## config.mk

```make
export PLATFORM = sky130hd
export DESIGN_NAME = ehc_comparator
export DESIGN_NICKNAME = d
export VERILOG_FILES = /design/src/design/ehc_pkg.sv /design/src/design/ehc_comparator.sv
export VERILOG_INCLUDE_DIRS = /design/src /design/src/design
export SDC_FILE = /design/constraint.sdc
export NUM_CORES = 1
export LEC_CHECK = 0
export ABC_CLOCK_PERIOD_IN_PS = 5000
export BUFFER_PORTS_ARGS = -buffer_cell sky130_fd_sc_hd__buf_4
export CAP_MARGIN = 20
export CORE_MARGIN = 2
export CORE_UTILIZATION = 36
export CTS_CLUSTER_DIAMETER = 150
export DETAILED_ROUTE_END_ITERATION = 10
export SLEW_MARGIN = 20
export SYNTH_ARGS = -nofsm -noshare
export SYNTH_HDL_FRONTEND = slang
export SYNTH_SLANG_ARGS = --single-unit
```

## constraint.sdc

```tcl
create_clock -name clock_i -period 5 [get_ports clock_i]
set_clock_uncertainty 0.15 [all_clocks]
set_input_delay 0.25 -clock clock_i [delete_from_list [all_inputs] [get_ports clock_i]]
set_output_delay 0.25 -clock clock_i [all_outputs]
set_load 0.01 [all_outputs]
```

## src/design/ehc_map.svh

```systemverilog
// register offsets, field positions, reset values and protocol constants of the header comparator
`ifndef EHC_MAP_SVH
`define EHC_MAP_SVH
`define EHC_CTRL_OFS      8'h00
`define EHC_TPID_OFS      8'h04
`define EHC_MATCH_OFS     8'h08
`define EHC_RANGE_OFS     8'h0c
`define EHC_STATUS_OFS    8'h10
`define EHC_NXT_LSB       0
`define EHC_SIG_LSB       8
`define EHC_ETEN_BIT      16
`define EHC_RGEN_BIT      17
`define EHC_PBB_BIT       18
`define EHC_CTRL_RST      32'h0000_0000
`define EHC_TPID_RST      16'h8a88
`define EHC_MATCH_RST     32'h0000_0000
`define EHC_RANGE_RST     32'hffff_0000
`define EHC_CTAG_TPID     16'h8100
`define EHC_ITAG_TPID     16'h88e7
`define EHC_LEN_LIMIT     16'h0600
`define EHC_SAP_A         8'haa
`define EHC_SAP_B         8'hab
`define EHC_LLC_CTL       8'h03
`define EHC_OUI_ZERO      24'h00_0000
`define EHC_OUI_ALT       24'h00_00f8
`define EHC_LEN_ADDR      4'hc
`define EHC_LEN_TYPE      4'h2
`define EHC_LEN_TAG       4'h2
`define EHC_LEN_LLC       4'h3
`define EHC_LEN_SNAP      4'h5
`define EHC_LEN_ITAG      4'h4
`endif

```

## src/design/ehc_pkg.sv

```systemverilog
// types shared by the ethernet header comparator
package ehc_pkg;
  typedef enum logic [2:0] {
    EHC_ID_ETH1, EHC_ID_ETH2, EHC_ID_IP1, EHC_ID_IP2, EHC_ID_MPLS, EHC_ID_PTP
  } ehc_cmp_id_type;
  typedef enum {
    ST_IDLE, ST_ADDR, ST_TYPE, ST_TAG, ST_LLC, ST_SNAP, ST_ITAG, ST_DONE
  } ehc_state_type;
  typedef struct packed {
    logic       match;
    logic       type2;
    logic [7:0] offset;
    logic [2:0] nxt_cmp;
    logic [4:0] sig_ofs;
  } ehc_result_type;
endpackage : ehc_pkg

```

## src/design/ehc_comparator.sv

```systemverilog
// ethernet / llc / snap header comparator stage with apb configuration
`timescale 1ns/10ps
`include "ehc_map.svh"

module ehc_comparator #(
  parameter int INSTANCE = 0
) (
  input  wire logic                   clock_i,
  input  wire logic                   srst_i,
  input  wire logic                   psel_i,
  input  wire logic                   penable_i,
  input  wire logic                   pwrite_i,
  input  wire logic [7:0]             paddr_i,
  input  wire logic [31:0]            pwdata_i,
  output logic      [31:0]            prdata_o,
  output logic                        pready_o,
  output logic                        pslverr_o,
  input  wire logic                   valid_i,
  input  wire logic                   sof_i,
  input  wire logic                   eof_i,
  input  wire logic [7:0]             data_i,
  input  wire logic                   flow_hit_i,
  output logic                        result_valid_o,
  output ehc_pkg::ehc_result_type     result_o,
  output logic                        no_modify_indication_o
);

  // an engine holds exactly two of these, instance zero leading the chain
  if (INSTANCE < 0 || INSTANCE > 1) begin : g_bad_instance
    $error("INSTANCE must be 0 or 1");
  end

  logic [31:0]            ctrl_ff;
  logic [15:0]            tpid_ff;
  logic [31:0]            match_ff;
  logic [31:0]            range_ff;
  ehc_pkg::ehc_state_type state_ff;
  ehc_pkg::ehc_state_type nxt_state;
  ehc_pkg::ehc_state_type cur_st;
  logic [3:0]             fcnt_ff;
  logic [3:0]             cur_fcnt;
  logic [7:0]             pos_ff;
  logic [7:0]             cur_pos;
  logic [31:0]            acc_ff;
  logic [39:0]            field;
  logic [1:0]             tags_ff;
  logic [1:0]             nxt_tags;
  logic                   snap_ff;
  logic                   nxt_snap;
  logic [15:0]            etype_ff;
  logic [15:0]            nxt_etype;
  logic                   nxt_type2;
  logic                   in_byte;
  logic                   last;
  logic                   fin;
  logic                   fin_ok;
  logic                   pbb_on;
  logic                   is_tag;
  logic                   proto_ok;
  logic                   mm_ok;
  logic                   rg_ok;
  logic                   apb_acc;
  logic                   addr_ok;
  ehc_pkg::ehc_result_type res_ff;
  logic                   res_valid_ff;
  logic                   nomod_ff;

  // second instance has no backbone bit at all
  assign pbb_on = (INSTANCE == 0) && ctrl_ff[`EHC_PBB_BIT];

  // ---------------- apb slave, zero wait states
  assign apb_acc   = psel_i && penable_i;
  assign addr_ok   = paddr_i == `EHC_CTRL_OFS || paddr_i == `EHC_TPID_OFS ||
                     paddr_i == `EHC_MATCH_OFS || paddr_i == `EHC_RANGE_OFS ||
                     paddr_i == `EHC_STATUS_OFS;
  assign pready_o  = 1'b1;
  assign pslverr_o = apb_acc && !addr_ok;

  always_ff @(posedge clock_i) begin
    if (srst_i) begin
      ctrl_ff  <= `EHC_CTRL_RST;
      tpid_ff  <= `EHC_TPID_RST;
      match_ff <= `EHC_MATCH_RST;
      range_ff <= `EHC_RANGE_RST;
    end else if (apb_acc && pwrite_i) begin
      // one set for every flow of this comparator
      case (paddr_i)
        `EHC_CTRL_OFS:  ctrl_ff  <= pwdata_i & 32'h0007_1f07;
        `EHC_TPID_OFS:  tpid_ff  <= pwdata_i[15:0];
        `EHC_MATCH_OFS: match_ff <= pwdata_i;
        `EHC_RANGE_OFS: range_ff <= pwdata_i;
        default:        ;
      endcase
    end
  end

  always_comb begin
    prdata_o = 32'h0000_0000;
    if (apb_acc && !pwrite_i) begin
      case (paddr_i)
        `EHC_CTRL_OFS:   prdata_o = {ctrl_ff[31:19], pbb_on, ctrl_ff[17:0]};
        `EHC_TPID_OFS:   prdata_o = {16'h0000, tpid_ff};
        `EHC_MATCH_OFS:  prdata_o = match_ff;
        `EHC_RANGE_OFS:  prdata_o = range_ff;
        `EHC_STATUS_OFS: prdata_o = {etype_ff, 6'h00, res_ff.type2, res_ff.match,
                                     res_ff.offset};
        default:         prdata_o = 32'h0000_0000;
      endcase
    end
  end

  // ---------------- byte-wise header walk
  assign cur_st   = sof_i ? ehc_pkg::ST_ADDR : state_ff;
  assign cur_fcnt = sof_i ? 4'h0 : fcnt_ff;
  assign cur_pos  = sof_i ? 8'h00 : pos_ff;
  assign in_byte  = valid_i && (sof_i || (state_ff != ehc_pkg::ST_IDLE &&
                                          state_ff != ehc_pkg::ST_DONE));
  assign field    = {acc_ff, data_i};

  function automatic logic [3:0] flen(input ehc_pkg::ehc_state_type st);
    case (st)
      ehc_pkg::ST_ADDR: flen = `EHC_LEN_ADDR;
      ehc_pkg::ST_TYPE: flen = `EHC_LEN_TYPE;
      ehc_pkg::ST_TAG:  flen = `EHC_LEN_TAG;
      ehc_pkg::ST_LLC:  flen = `EHC_LEN_LLC;
      ehc_pkg::ST_SNAP: flen = `EHC_LEN_SNAP;
      ehc_pkg::ST_ITAG: flen = `EHC_LEN_ITAG;
      default:          flen = 4'h1;
    endcase
  endfunction : flen

  function automatic logic sap_ok(input logic [7:0] b);
    sap_ok = b == `EHC_SAP_A || b == `EHC_SAP_B;
  endfunction : sap_ok

  assign last = cur_fcnt == flen(cur_st) - 4'h1;
  // backbone mode knows only the global tpid for its b-tag
  assign is_tag = pbb_on ? (field[15:0] == tpid_ff)
                         : (field[15:0] == `EHC_CTAG_TPID || field[15:0] == tpid_ff);

  always_comb begin
    nxt_state = state_ff;
    nxt_tags  = tags_ff;
    nxt_snap  = snap_ff;
    nxt_etype = etype_ff;
    // type ii is known only at the final ethertype; never carried from the last frame
    nxt_type2 = 1'b0;
    fin       = 1'b0;
    fin_ok    = 1'b0;
    if (sof_i) begin
      nxt_tags  = 2'd0;
      nxt_snap  = 1'b0;
      nxt_type2 = 1'b0;
      nxt_state = ehc_pkg::ST_ADDR;
    end
    if (in_byte && last) begin
      case (cur_st)
        ehc_pkg::ST_ADDR: nxt_state = ehc_pkg::ST_TYPE;
        ehc_pkg::ST_TYPE: begin
          if (pbb_on && field[15:0] == `EHC_ITAG_TPID && nxt_tags <= 2'd1) begin
            nxt_etype = field[15:0];
            nxt_state = ehc_pkg::ST_ITAG;
          end else if (is_tag && nxt_tags < (pbb_on ? 2'd1 : 2'd2)) begin
            nxt_tags  = nxt_tags + 2'd1;
            nxt_state = ehc_pkg::ST_TAG;
          end else if (pbb_on) begin
            fin = 1'b1;
          end else if (field[15:0] < `EHC_LEN_LIMIT) begin
            nxt_state = ehc_pkg::ST_LLC;
          end else begin
            nxt_etype = field[15:0];
            nxt_type2 = 1'b1;
            fin       = 1'b1;
            fin_ok    = 1'b1;
          end
        end
        ehc_pkg::ST_TAG: begin
          if (snap_ff) begin
            fin    = 1'b1;
            fin_ok = 1'b1;
          end else begin
            nxt_state = ehc_pkg::ST_TYPE;
          end
        end
        ehc_pkg::ST_LLC: begin
          if (sap_ok(field[23:16]) && sap_ok(field[15:8]) && field[7:0] == `EHC_LLC_CTL)
            nxt_state = ehc_pkg::ST_SNAP;
          else
            fin = 1'b1;
        end
        ehc_pkg::ST_SNAP: begin
          if (field[39:16] == `EHC_OUI_ZERO || field[39:16] == `EHC_OUI_ALT) begin
            nxt_etype = field[15:0];
            nxt_snap  = 1'b1;
            if (field[15:0] == `EHC_CTAG_TPID || field[15:0] == tpid_ff) begin
              nxt_state = ehc_pkg::ST_TAG;
            end else begin
              fin    = 1'b1;
              fin_ok = 1'b1;
            end
          end else begin
            fin = 1'b1;
          end
        end
        ehc_pkg::ST_ITAG: begin
          fin    = 1'b1;
          fin_ok = 1'b1;
        end
        default: nxt_state = ehc_pkg::ST_IDLE;
      endcase
    end
    // frame ended inside the header
    if (in_byte && eof_i && !fin) begin
      fin = 1'b1;
    end
    if (fin) begin
      nxt_state = ehc_pkg::ST_DONE;
    end
  end

  // ---------------- next-protocol check on the last ethertype
  assign mm_ok = ((nxt_etype ^ match_ff[15:0]) & match_ff[31:16]) == 16'h0000;
  assign rg_ok = nxt_etype >= range_ff[15:0] && nxt_etype <= range_ff[31:16];
  // enables are ignored for llc/snap frames
  assign proto_ok = !nxt_type2 ||
                    ((!ctrl_ff[`EHC_ETEN_BIT] || mm_ok) &&
                     (!ctrl_ff[`EHC_RGEN_BIT] || rg_ok));

  always_ff @(posedge clock_i) begin
    if (srst_i) begin
      state_ff <= ehc_pkg::ST_IDLE;
      fcnt_ff  <= 4'h0;
      pos_ff   <= 8'h00;
      acc_ff   <= 32'h0000_0000;
      tags_ff  <= 2'd0;
      snap_ff  <= 1'b0;
      etype_ff <= 16'h0000;
    end else begin
      state_ff <= nxt_state;
      tags_ff  <= nxt_tags;
      snap_ff  <= nxt_snap;
      etype_ff <= nxt_etype;
      if (in_byte) begin
        fcnt_ff <= last ? 4'h0 : cur_fcnt + 4'h1;
        acc_ff  <= last ? 32'h0000_0000 : field[31:0];
        pos_ff  <= cur_pos + 8'h01;
      end
    end
  end

  always_ff @(posedge clock_i) begin
    if (srst_i) begin
      res_ff       <= '0;
      res_valid_ff <= 1'b0;
      nomod_ff     <= 1'b0;
    end else begin
      res_valid_ff <= fin;
      // the flow comparator result arrives with the header byte that ends the walk
      nomod_ff     <= fin && !(fin_ok && proto_ok && flow_hit_i);
      if (fin) begin
        res_ff.match   <= fin_ok && proto_ok && flow_hit_i;
        res_ff.type2   <= nxt_type2;
        res_ff.offset  <= cur_pos + 8'h01;
        res_ff.nxt_cmp <= ctrl_ff[`EHC_NXT_LSB +: 3];
        res_ff.sig_ofs <= ctrl_ff[`EHC_SIG_LSB +: 5];
      end
    end
  end

  assign result_valid_o         = res_valid_ff;
  assign result_o               = res_ff;
  assign no_modify_indication_o = nomod_ff;
endmodule : ehc_comparator

```

Word-level counts from Yosys, hierarchy flattened

Cells that the tools add are included.

Register bits: 206
Input bits: 57
Word-level logic and storage cells: 155

$add $sub $neg: 4
Order comparisons: 5
Equal/unequal tests: 21
Multiplexer cells: 56
Bitwise gates (word level): 2
Reduce and logical (&&, ||, !) cells: 48

Operator list:

| cell                   | count |
|---|---|
| $mux W32               | 12 |
| $pmux W32 S6           | 1 |
| $pmux W32 S5           | 1 |
| $eq A32 B3 Y1 const B  | 3 |
| $mux W16               | 6 |
| $eq A32 B2 Y1 const B  | 2 |
| $eq A16 B16 Y1 const B | 2 |
| $eq A32 B1 Y1 const B  | 1 |
| $eq A8 B8 Y1 const B   | 4 |
| $ne A32 B4 Y1 const B  | 1 |
| $pmux W16 S2           | 1 |
| $reduce_bool A32 Y1    | 1 |
| $eq A24 B8 Y1 const B  | 1 |
| $logic_not A24 Y1      | 1 |
| $mux W1                | 22 |
| $pmux W4 S5            | 1 |
| $logic_and A1 B1 Y1    | 19 |
| $and A16 B16 Y16       | 1 |
| $eq A16 B16 Y1         | 1 |
| $eq A8 B4 Y1 const B   | 2 |
| $ge A16 B16 Y1         | 1 |
| $le A16 B16 Y1         | 1 |
| $logic_not A16 Y1      | 1 |
| $lt A16 B11 Y1 const B | 1 |
| other kinds (22)       | 49 |

Depth between registers and ports, before layout

Gate-level depths: netlist of the first run.

Depth after elaboration: 18
Mapped depth: 22
Mapped depth without buffers: 20

Worst setup path after synthesis of the first run

Ideal clock, no wire load.

Path type: register -> register
Start: register state_ff[21]
End: register nomod_ff, in the netlist no_modify_indication_o
Data arrival time: 5.164 ns
Path slack: -0.444 ns
Stages on the path, launching flop included: 23
Clock period less this slack: 5.444 ns
Path through: dfxtp_1 nor4_1 and4_1 clkbuf_1 nand2_1 or3_1 ha_1 nand3b_1 nor2_1 o311ai_0 nand4_1 a2111oi_4 buf_4 mux2_2 ha_1 a21oi_1 o21ai_0 a21oi_1 o21ai_0 o21a_1 o311a_1 a2111oi_0 nor3_1

Cells in the longest elaborated chain, start to end: 18
Elaborated cells between the ends (all ways): 44
Classes of those cells: add/sub (1); order compare (2); eq/ne (8); mux (11); bitwise (2); reduce/logical (20)

RTL lines:

| element                                                | line                                         | source |
|---|---|---|
| start: declaration                                     | ehc_comparator.sv:37                         | `ehc_pkg::ehc_state_type state_ff;` |
| start signal: assignment                               | ehc_comparator.sv:231                        | `state_ff <= ehc_pkg::ST_IDLE;` |
| start signal: assignment                               | ehc_comparator.sv:239                        | `state_ff <= nxt_state;` |
| $mux W32                                               | ehc_comparator.sv:113                        | `assign cur_st = sof_i ? ehc_pkg::ST_ADDR : state_ff;` |
| $eq A32 B2 Y1, on equally long branches                | ehc_comparator.sv:121, ehc_comparator.sv:157 |  |
| $reduce_or A2 Y1 (no source line)                      | --                                           |  |
| $pmux W4 S5                                            | ehc_comparator.sv:121                        | `case (st)` |
| $sub A4 B1 Y4                                          | ehc_comparator.sv:136                        | `assign last = cur_fcnt == flen(cur_st) - 4'h1;` |
| $eq A4 B4 Y1                                           | ehc_comparator.sv:136                        |  |
| $logic_and A1 B1 Y1                                    | ehc_comparator.sv:156                        | `if (in_byte && last) begin` |
| $mux W16 *                                             | ehc_comparator.sv:156                        |  |
| named net nxt_etype[11]                                | ehc_comparator.sv:51                         | `logic [15:0] nxt_etype;` |
| branches (longest 4 deep; another with $ge A16 B16 Y1) | --                                           |  |
| $logic_and A1 B1 Y1 *                                  | ehc_comparator.sv:226                        | `` ((!ctrl_ff[`EHC_ETEN_BIT] \|\| mm_ok) && `` |
| $logic_or A1 B1 Y1 *                                   | ehc_comparator.sv:225                        | `assign proto_ok = !nxt_type2 \|\|` |
| $logic_and A1 B1 Y1 * (2 in series)                    | ehc_comparator.sv:259                        | `nomod_ff <= fin && !(fin_ok && proto_ok && flow_hit_i);` |
| $logic_not A1 Y1 *                                     | ehc_comparator.sv:259                        |  |
| $logic_and A1 B1 Y1 *                                  | ehc_comparator.sv:259                        |  |
| end signal: assignment                                 | ehc_comparator.sv:259                        |  |
| end: declaration                                       | ehc_comparator.sv:66                         | `logic nomod_ff;` |

Mark *: on every way through the listed nets, which the timed path passes.
A chain may end at the register's enable or synchronous reset.

Worst setup path after layout of the first run

Start: register state_ff[27]
End: register nomod_ff, in the netlist no_modify_indication_o

The elaborated chain is that of the path after synthesis.

==> summary.md, run 1 <==
| Metric | Value |
|---|---|
| Crit path DAT | 5.28 ns |
| Setup TNS | -0.1035 ns |
| Post-DP HPWL | 25100 um |
| Power Density | 275.9 nW/um2 |
| Status | complete, but fails checks |
| Met3 wire len | 2113 um |
| Area delta synth->final | 30.09% |
| Cell taking the most area after synthesis | dfxtp_1 |
| Reg-to-reg slack, setup | -0.06 ns |
| Max Slew Vio Count | 0 |
| Placed Area | 11930 um2 |
| Routed WL per cell | 19.28 um |
| Worst Slack Setup Final | -0.05908 ns |
| Vias | about 10k |
| Final Hold Violating Endpoints | 0 |
| Crit path capture | no_modify_indication_o$_SDFF_PP0_ |
| Starting density of the core | between 30% and 40% |
| Largest net degree at the start of global routing | 58 |
| Number of antenna repair diodes | 0 |
| Initial antenna violation count | 0 |
| FFs w/ async S/R, synth | 0% |
| Clock buffer count from CTS | 24 |
| Cell Area, Synth | 10430 um2 |
| Relative slew slack | 21.79% |
| Max rail drop VDD | roughly 200 uV |
| Reg2reg end | no_modify_indication_o$_SDFF_PP0_ |
| R2R depth | 21 |
| P_int | 2.843 mW |
| First-pass GRT wire length | 55460 um |
| Final core occ | 47.40% |
| RD Place Congestion | between 0.9 and 1 |
| Final setup violation count | 2 |
| RSZ-0062 raised after global routing | true |
| Syn Nets | around 1.4k |
| Synth cell count leaders | 292 x nand2_1, 206 x dfxtp_1, 142 x a21oi_1 |
| Worst Tran Pin Value | between 1 and 1.5 ns |
| Post-route non-filler standard cell count | 1864 |
| Die X | ~170 um |
| Wire length on met2 | 17210 um |
| Final instance area | 13570 um2 |
| Total Routing Usage GR | 22.96% |
| Post-synth EDFFs | 0 |
| Crit path time final | slightly above 5 ns |
| Clk root buf | clkbuf_16 |
| Met1 wire length | 15600 um |
| Initial DRC count | 794 |
| Setup CP Type | flop to flop |
| Sequential share of the synthesized area | 39.54% |
| Synth top area share | 39.54% |
| Crit path cell chain | nor4_4, and4_4, nand2_2, or3_4, ha_4, nand3b_1, nor2_1, o311ai_1, nand4_1, a2111oi_4, clkbuf_16, buf_12, mux2_4, ha_2, or3_4, o2111ai_2, a21boi_2, o21a_1, o311a_4, a2111oi_4, nor3_1 |
| IO buf count | 109 |
| Clock slew at reported path FFs | 0.06 ns |
| Synth area leaders | dfxtp_1 40%, nand2_1 11%, a21oi_1 6.8% |
| Maximum fanout along the worst path | 5 |
| Post-synth top flop | dfxtp_1 |
| Crit path required time | 5.22 ns |
| Via density | 5.415 |
| Switching share of power | roughly a quarter |
| Setup crit start | state_ff[27]$_SDFF_PP0_ |
| Share of layout cells above drive strength 1 | between 20% and 30% |
| Sink Count | 206 |
| DRT antenna net count | 0 |
| Worst Hold Margin | approximately 0.036 ns |
| Failing checks | negative setup slack |
| Max incr delay on CP | 0.41 ns |
| I/O Pins | 111 |
| Synth warn | 0 |
| Clock power share | 48.3% |
| Die Y | around 170 um |
| FP Rows | 62 |
| Launch point of the worst reg-to-reg path | state_ff[27]$_SDFF_PP0_ |
| GR Overflow Total | 0 |
| H-tree depth | 1 |
| DR DRC count | 0 |
| Vias in the first global route | 9737 |
| Fin nets | 1555 |
| Core Box Area | 28630 um2 |
| Combinational share of power | 7.3% |
| Die Footprint | a little over 30000 um2 |
| Net Switching | 0.9006 mW |
| CTS tree | yes |
| Flops & latches, synth | 206 |
| Worst-Skew Late Latency | 0.52 ns |
| Crit share post-route | 101.2% |
| Critical Path Start Type | flop |
| Most numerous cell in the Yosys netlist | nand2_1 |
| Fmax | 197.7 MHz |
| Yosys cell types | 69 |
| Post-Syn Instances | approximately 1.3k |
| DR top layer | met4 |
| Slowest cell on the critical path | o311a_4 |
| Inst Count DP | ~1.8k |
| Clock buffer depth | 3 |
| Setup crit end kind | flop |
| Drt total wl | roughly 36000 um |
| Max-cap violations | 0 |
| Avg Cell Area, Syn | roughly 8 um2 |
| First-pass DRT Iterations | 6 |
| Leak | 5.411 nW |
| Hold Path Class | input pin to flop |
| Part of the power in registers | about 44% |
[power groups by stage]
stage / Combinational (mW) / Sequential, mW / Clock, mW
after floorplan: 0.130 / 1.69 / 0
after global placement: 0.240 / 1.70 / 0
after detailed placement: 0.241 / 1.70 / 0
after CTS: 0.266 / 1.66 / 1.83
after global routing: 0.291 / 1.66 / 1.90
final: 0.272 / 1.66 / 1.81
[worst min-delay path by stage]
stage	start	end	slack (ns)	cells past startpoint
2_1_floorplan	pwdata_i[16]	range_ff[16]$_SDFFE_PP1P_	0.22	2
3_3_place_gp	acc_ff[28]$_SDFFE_PP0P_	acc_ff[28]$_SDFFE_PP0P_	0.29	2
3_5_place_dp	state_ff[28]$_SDFF_PP0_	state_ff[28]$_SDFF_PP0_	0.30	1
4_1_cts	data_i[6]	acc_ff[6]$_SDFFE_PP0P_	0.02	4
5_1_grt	data_i[6]	acc_ff[6]$_SDFFE_PP0P_	0.03	4
6_report	data_i[7]	acc_ff[7]$_SDFFE_PP0P_	0.04	4
[worst max-delay path, delay by kind of cell (launching register included)]
kind / cells / cell delay, ns
AND/OR/NAND/NOR: 9 / 1.77
AO/OA/AOI/OAI: 7 / 1.66
adder cells (fa/ha/maj): 2 / 0.36
buffers and inverters: 2 / 0.34
flip-flops: 1 / 0.33
multiplexers: 1 / 0.32
[metrics by stage]
step	worst slack (ns)	power, mW
6_report	-0.05908	3.743
5_1_grt	-0.2497	3.854
4_1_cts	-0.1338	3.757
3_5_place_dp	-0.1704	1.940
3_3_place_gp	-0.1110	1.939
2_1_floorplan	0.01973	1.824
[flip-flops by register name, indices dropped and copies added, names as in the netlist]
| name | count |
|---|---|
| acc_ff | 32 |
| match_ff | 32 |
| range_ff | 32 |
| state_ff | 32 |
| result_o | 18 |
| etype_ff | 16 |
| tpid_ff | 16 |
| ctrl_ff | 11 |
| pos_ff | 8 |
| fcnt_ff | 4 |
| tags_ff | 2 |
| no_modify_indication_o | 1 |
| result_valid_o | 1 |
| snap_ff | 1 |
[per-layer routing]
metal | up-vias | GRT usage (%)
met5 | - | 0
met4 | 0 | 6.618
met3 | 63 | 2.406
met2 | 363 | 39.17
met1 | 4806 | 30.67
li1 | 4862 | -
[timing repair]
action | CTS | global route
buffers inserted | 10 | 3
hold buffers | 37 | 0
pin swaps | 21 | 17
endpoints found under the hold margin | 98 | 0
setup endpoints to repair | 2 | 2
gates resized for setup | 29 | 34
[cells by family after synthesis]
kind of cell | after synthesis | share of synthesized area (%)
and+or+nand+nor | 549 | 23.93
muxes | 47 | 4.894
DFF | 206 | 39.54
AOI/OAI and AO/OA | 286 | 17.72
other | 1 | 0.03595
buffers and inverters | 127 | 4.858
adders and majority gates | 36 | 4.319
xor gates and xnor gates | 56 | 4.702
[cell type report]
cell class	instances	area, um2
clock buffers	31	688.2
flip-flops and latches	206	4130
repair buffers	218	1770
well taps	384	480.5
multi-input cells	975	6226
fillers	2750	15060
inverters	37	138.9
clock inverters	13	133.9
[cells in the final DEF (no fill, tap or decap), drive strengths merged, types with 14 or more instances in the layout]
| cell | count |
|---|---|
| clkbuf | 32 |
| a22oi | 22 |
| nor3 | 18 |
| nand4 | 14 |
| nand2 | 292 |
| dfxtp | 206 |
| a222oi | 29 |
| mux2i | 15 |
| inv | 38 |
| nor2 | 79 |
| o21ai | 28 |
| mux2 | 32 |
| xor2 | 52 |
| buf | 180 |
| nand3 | 20 |
| nor4 | 19 |
| dlygate4sd3 | 37 |
| o211ai | 16 |
| ha | 36 |
| a21oi | 142 |
| and2 | 51 |
Power figures use the tool's default switching activity.
==> run 2: changes to the inputs <==
--- a/config.mk
+++ b/config.mk
@@ -6,13 +6,13 @@
 export SDC_FILE = /design/constraint.sdc
 export NUM_CORES = 1
 export LEC_CHECK = 0
-export ABC_CLOCK_PERIOD_IN_PS = 5000
 export BUFFER_PORTS_ARGS = -buffer_cell sky130_fd_sc_hd__buf_4
 export CAP_MARGIN = 20
 export CORE_MARGIN = 2
-export CORE_UTILIZATION = 36
+export CORE_UTILIZATION = 50
 export CTS_CLUSTER_DIAMETER = 150
 export DETAILED_ROUTE_END_ITERATION = 10
+export PLACE_DENSITY = 0.72
 export SLEW_MARGIN = 20
 export SYNTH_ARGS = -nofsm -noshare
 export SYNTH_HDL_FRONTEND = slang
==> summary.md, run 2 (synthesized netlist as in run 1, its figures left out) <==
| Metric | Value |
|---|---|
| Status | complete, but fails checks (unchanged) |
| Failing checks | negative setup slack (unchanged) |
| First-pass GRT wire length | 52070 um (was 55460 um) |
| RD Place Congestion | 0.9575 (was 0.9235) |
| CTS tree | yes (unchanged) |
| Hold Path Class | input pin to flop (unchanged) |
| Leak | 5.392 nW (was 5.411 nW) |
| Clock slew at reported path FFs | 0.06 ns (about the same) |
| Die Y | 148.4 um (was 174.2 um) |
| Worst Tran Pin Value | 1.103 ns (was 1.169 ns) |
| Clock buffer depth | 3 (unchanged) |
| Top delay family on crit path | compound AO/OA/AOI/OAI gates (was simple AND/OR/NAND/NOR gates) |
| Area delta synth->final | 27.86% (was 30.09%) |
| Via density | 5.882 (was 5.415) |
| Largest net degree at the start of global routing | 104 (was 58) |
| Max-cap violations | 0 (unchanged) |
| Sink Count | 206 (unchanged) |
| DRT antenna net count | 0 (unchanged) |
| Max incr delay on CP | 0.39 ns (was 0.41 ns) |
| First-pass DRT Iterations | 9 (was 6) |
| Setup crit end kind | flop (unchanged) |
| Seq. cell area | 4129 um2 (was 4130 um2) |
| Worst Slack Setup Final | -0.05138 ns (was -0.05908 ns) |
| IO buf count | 109 (unchanged) |
| Vias | 10.24k (was 10.09k) |
| Post-DP HPWL | 23200 um (was 25100 um) |
| Multi-input logic area | 6152 um2 (was 6226 um2) |
| RSZ-0062 raised after global routing | true (unchanged) |
| I/O Pins | 111 (unchanged) |
| FP Rows | 52 (was 62) |
| Setup CP Type | flop to flop (unchanged) |
| Share of layout cells above drive strength 1 | 19.85% (was 20.95%) |
| CP bufs+invs | 2 (unchanged) |
| Slowest cell on the critical path | or3_4 (was o311a_4) |
| DR DRC count | 0 (unchanged) |
| Starting density of the core | 51.22% (was 36.44%) |
| Max rail drop VDD | 239.3 uV (was 205.8 uV) |
| Initial antenna violation count | 0 (unchanged) |
| Number of fill cells | 1703 (was 2750) |
| GR Overflow Total | 0 (unchanged) |
| Power Density | 287.5 nW/um2 (was 275.9 nW/um2) |
| Drt total wl | 34020 um (was 35940 um) |
| Maximum fanout along the worst path | 8 (was 5) |
| Fin nets | 1547 (was 1555) |
| Fmax | 198.0 MHz (was 197.7 MHz) |
| Die Footprint | 22030 um2 (was 30350 um2) |
| Worst-Skew Late Latency | 0.53 ns (was 0.52 ns) |
| Crit path time final | 5.051 ns (was 5.059 ns) |
| Final core occ | 65.48% (was 47.40%) |
| Relative slew slack | 26.21% (was 21.79%) |
| Crit share post-route | 101.0% (was 101.2%) |
| Die X | 148.4 um (was 174.2 um) |
| Crit path DAT | 5.32 ns (was 5.28 ns) |
| Commonest cells after routing, fill and taps aside | 291 x nand2_1, 202 x dfxtp_1, 168 x buf_4 (was 291 x nand2_1, 201 x dfxtp_1, 177 x buf_4) |
| Final setup violation count | 2 (unchanged) |
| Total power after layout | 3.833 mW (was 3.743 mW) |
| Crit path cell chain | nor4_4, and4_4, nand2_2, or3_4, ha_4, nand3b_1, nor2_1, o311ai_1, nand4_1, a2111oi_4, buf_12, mux2_4, buf_4, ha_1, a2111oi_1, o21ai_1, a21oi_2, o311a_4, o32ai_2, a41o_1 (was nor4_4, and4_4, nand2_2, or3_4, ha_4, nand3b_1, nor2_1, o311ai_1, nand4_1, a2111oi_4, clkbuf_16, buf_12, mux2_4, ha_2, or3_4, o2111ai_2, a21boi_2, o21a_1, o311a_4, a2111oi_4, nor3_1) |
| Crit path required time | 5.27 ns (was 5.22 ns) |
| Commonest non-fill, non-tap cell in the layout | nand2_1 (unchanged) |
| Clock buffer count from CTS | 23 (was 24) |
| Vias in the first global route | 9437 (was 9737) |
| Max Slew Vio Count | 0 (unchanged) |
| Routed WL per cell | 19.54 um (was 19.28 um) |
| Total Routing Usage GR | 29.60% (was 22.96%) |
| Clk root buf | clkbuf_16 (unchanged) |
| Core Box Area | 20360 um2 (was 28630 um2) |
| Critical Path Start Type | flop (unchanged) |
| Initial DRC count | 1103 (was 794) |
| H-tree depth | 1 (unchanged) |
| Final Hold Violating Endpoints | 0 (unchanged) |
| Number of antenna repair diodes | 0 (unchanged) |
-- run 2: worst min-delay path, cell delays in order --
cell	delay [ns]
buf_4	0.11
o31ai_4	0.14
nand2_1	0.10
a21oi_1	0.05
-- run 2: cell type report --
type	instances	share of cell area, %
repair buffers	211	12.97
clock buffers	30	4.888
well taps	270	2.533
inverters	37	1.041
multi-input cells	975	46.13
flip-flops and latches	206	30.96
clock inverters	12	1.473
-- run 2: per-stage QoR --
step	setup TNS, ns	instance area [um2]	hold WS, ns	worst slack (ns)	std cells
2_1_floorplan	0	10500	0.2240	0.01973	1308
3_3_place_gp	-0.1073	11770	0.2877	-0.09646	1652
3_5_place_dp	-0.5273	11770	0.2952	-0.2893	1652
4_1_cts	-0.3401	13210	0.02184	-0.1914	1739
5_1_grt	-0.5620	13340	0.04273	-0.2829	1741
6_report	-0.07188	13340	0.02800	-0.05138	1741
-- run 2: timing repair --
| item | in CTS | in global routing |
|---|---|---|
| gates resized for setup | 30 | 19 |
| pin swaps | 20 | 12 |
| setup buffers | 5 | 1 |
| setup endpoints to repair | 2 | 2 |
| hold buffers | 40 | 0 |
| hold endpoints to repair | 100 | 0 |
-- run 2: routing by layer --
layer / part of all wire (%) / vias up / track usage [%] / wire (um)
met1: 42 / 4849 / 39.58 / 14230
met2: 47 / 485 / 48.87 / 16080
met4: 3.1 / 0 / 10.38 / 1068
met3: 7.8 / 72 / 4.509 / 2640
met5: 0 / - / 0 / 0
li1: - / 4835 / - / -
-- run 2: worst paths after layout --
path                                         startpoint                         to  slack, ns  cells past startpoint
worst max register to register  state_ff[11]$_SDFF_PP0_  result_o[17]$_SDFFE_PP0P_      -0.05                     20
worst max-delay path            state_ff[11]$_SDFF_PP0_  result_o[17]$_SDFFE_PP0P_      -0.05                     20
worst min register to register  acc_ff[28]$_SDFFE_PP0P_    acc_ff[28]$_SDFFE_PP0P_       0.30                      2
worst min-delay path                            valid_i     pos_ff[7]$_SDFFE_PP0P_       0.03                      4
-- run 2: where the power goes --
group | internal (mW) | switching (mW)
Sequential | 1.65 | 0.0109
Combinational | 0.113 | 0.158
Clock | 1.18 | 0.721
==> run 3: changes to the inputs <==
--- a/config.mk
+++ b/config.mk
@@ -13,6 +13,7 @@
 export CTS_CLUSTER_DIAMETER = 150
 export DETAILED_ROUTE_END_ITERATION = 10
 export PLACE_DENSITY = 0.72
+export SETUP_SLACK_MARGIN = 0.3
 export SLEW_MARGIN = 20
 export SYNTH_ARGS = -nofsm -noshare
 export SYNTH_HDL_FRONTEND = slang
==> summary.md, run 3 (synthesized netlist as in run 1, its figures left out) <==
| Metric | Value |
|---|---|
| DRT antenna net count | 0 (unchanged) |
| Max Slew Vio Count | 0 (unchanged) |
| Core Box Area | 20360 um2 (unchanged) |
| Status | completed (was complete, but fails checks) |
| Crit path DAT | 5.23 ns (was 5.32 ns) |
| Post-DP HPWL | 22670 um (was 23200 um) |
| Initial antenna violation count | 0 (unchanged) |
| Power Density | 274.1 nW/um2 (was 287.5 nW/um2) |
| Worst Hold Margin | 0.08094 ns (was 0.02800 ns) |
| Starting density of the core | 51.22% (unchanged) |
| Vias in the first global route | 9519 (was 9437) |
| CTS tree | yes (unchanged) |
| Clock slew at reported path FFs | 0.06 ns (about the same) |
| Commonest cells after routing, fill and taps aside | 291 x nand2_1, 202 x dfxtp_1, 156 x buf_4 (was 291 x nand2_1, 202 x dfxtp_1, 168 x buf_4) |
| FP Rows | 52 (unchanged) |
| Area delta synth->final | 26.04% (was 27.86%) |
| Final core occ | 64.56% (was 65.48%) |
| Vias | 10.21k (was 10.24k) |
| Fin nets | 1538 (was 1547) |
| GR Overflow Total | 0 (unchanged) |
| Clock buffer depth | 3 (unchanged) |
| Die Y | 148.4 um (unchanged) |
| Final setup violation count | 0 (was 2) |
| Setup crit end kind | flop (unchanged) |
| Leak | 5.300 nW (was 5.392 nW) |
| Drt total wl | 33250 um (was 34020 um) |
| Crit path time final | 4.970 ns (was 5.051 ns) |
| Crit share post-route | 99.41% (was 101.0%) |
| Total power after layout | 3.603 mW (was 3.833 mW) |
| IO buf count | 109 (unchanged) |
| H-tree depth | 1 (unchanged) |
| Relative slew slack | 25.29% (was 26.21%) |
| Maximum fanout along the worst path | 8 (unchanged) |
| Clock buffer count from CTS | 24 (was 23) |
| Critical Path Start Type | flop (unchanged) |
| First-pass DRT Iterations | 5 (was 9) |
| Total Routing Usage GR | 29.80% (was 29.60%) |
| Number of fill cells | 1728 (was 1703) |
| Commonest non-fill, non-tap cell in the layout | nand2_1 (unchanged) |
| Largest net degree at the start of global routing | 84 (was 104) |
| Max-cap violations | 0 (unchanged) |
| Fmax | 201.2 MHz (was 198.0 MHz) |
| Via density | 5.893 (was 5.882) |
| Setup TNS | 0 ns (was -0.07188 ns) |
| Crit path required time | 5.26 ns (was 5.27 ns) |
| Worst Tran Pin Value | 1.116 ns (was 1.103 ns) |
| Worst-Skew Late Latency | 0.53 ns (about the same) |
| Share of layout cells above drive strength 1 | 18.81% (was 19.85%) |
| Worst Slack Setup Final | 0.02952 ns (was -0.05138 ns) |
| Routed WL per cell | 19.20 um (was 19.54 um) |
| Number of antenna repair diodes | 0 (unchanged) |
| I/O Pins | 111 (unchanged) |
| Setup CP Type | flop to flop (unchanged) |
| RD Place Congestion | 0.9548 (was 0.9575) |
| Final Hold Violating Endpoints | 0 (unchanged) |
| First-pass GRT wire length | 52300 um (was 52070 um) |
| Initial DRC count | 918 (was 1103) |
| Hold Path Class | input pin to flop (unchanged) |
| DR DRC count | 0 (unchanged) |
| Max rail drop VDD | 312.6 uV (was 239.3 uV) |
| Clk root buf | clkbuf_16 (unchanged) |
| Sink Count | 206 (unchanged) |
| RSZ-0062 raised after global routing | true (unchanged) |
| Dpl ws | 0.02344 ns (was -0.2893 ns) |
| Die X | 148.4 um (unchanged) |
| Die Footprint | 22030 um2 (unchanged) |
==> run 3: cell types whose count changed in the layout (fill, tap and decap cells not counted), sizes merged <==
cell         previous run  this run
dlygate4sd3            40        42
clkinvlp                3         1
bufinv                  5         0
clkinv                  3         8
clkbuf                 30        34
inv                    38        37
buf                   171       159
==> run 3: final timing paths <==
kind                                              start                   endpoint  slack, ns  depth (start not counted)
worst max-delay path            state_ff[21]$_SDFF_PP0_  result_o[17]$_SDFFE_PP0P_       0.03                         23
worst min-delay path                          data_i[4]     etype_ff[4]$_SDFF_PP0_       0.08                          3
worst max register to register  state_ff[21]$_SDFF_PP0_  result_o[17]$_SDFFE_PP0P_       0.03                         23
worst min register to register  acc_ff[30]$_SDFFE_PP0P_    acc_ff[30]$_SDFFE_PP0P_       0.30                          2
==> run 3: where the power goes <==
| group | switching, mW | internal (mW) | leakage [nW] |
|---|---|---|---|
| Combinational | 0.157 | 0.109 | 3.26 |
| Clock | 0.708 | 0.963 | 0.375 |
| Sequential | 0.0135 | 1.65 | 1.66 |
==> run 3: critical path: stages, from the launching register on <==
cell,delay [ns]
dfxtp_2,0.33
nor4_4,0.30
and4_4,0.26
nand2_2,0.06
or3_4,0.33
ha_4,0.19
nand3b_1,0.11
a21oi_1,0.08
o311ai_1,0.23
nand4_1,0.21
a2111oi_4,0.25
buf_6,0.19
buf_12,0.14
buf_4,0.13
mux2_4,0.34
ha_4,0.29
nand2b_1,0.07
a21oi_2,0.14
o2111ai_2,0.15
a21boi_2,0.17
o21a_1,0.15
o311a_1,0.25
o32ai_2,0.11
a41o_1,0.23
==> run 3: cell type report <==
cell class / count / area [um2] / area share [%]
well taps: 270 / 337.8 / 2.570
clock inverters: 9 / 70.07 / 0.5330
clock buffers: 34 / 688.2 / 5.235
repair buffers: 201 / 1650 / 12.55
inverters: 37 / 138.9 / 1.056
multi-input cells: 975 / 6132 / 46.64
flip-flops and latches: 206 / 4129 / 31.41
==> run 3: metal layers <==
layer | global-route usage (%) | share of wire (%) | vias up
met1 | 42.75 | 44 | 4791
met5 | 0 | 0 | -
met2 | 45.07 | 43 | 511
met4 | 9.238 | 3.3 | 0
li1 | - | - | 4829
met3 | 6.166 | 10 | 75
==> run 3: through the flow <==
stage	instances	instance area, um2
3_3_place_gp	1638	11720
5_1_grt	1732	13150
4_1_cts	1732	13140
3_5_place_dp	1638	11720
6_report	1732	13150
2_1_floorplan	1308	10580
==> run 3: timing repair <==
action	4_1_cts	5_1_grt
setup buffers	8	0
pin swaps	7	1
endpoints found under the setup margin	2	2
gates resized for setup	32	5
hold buffers	42	0
gates cloned	1	0
hold endpoints to repair	104	0
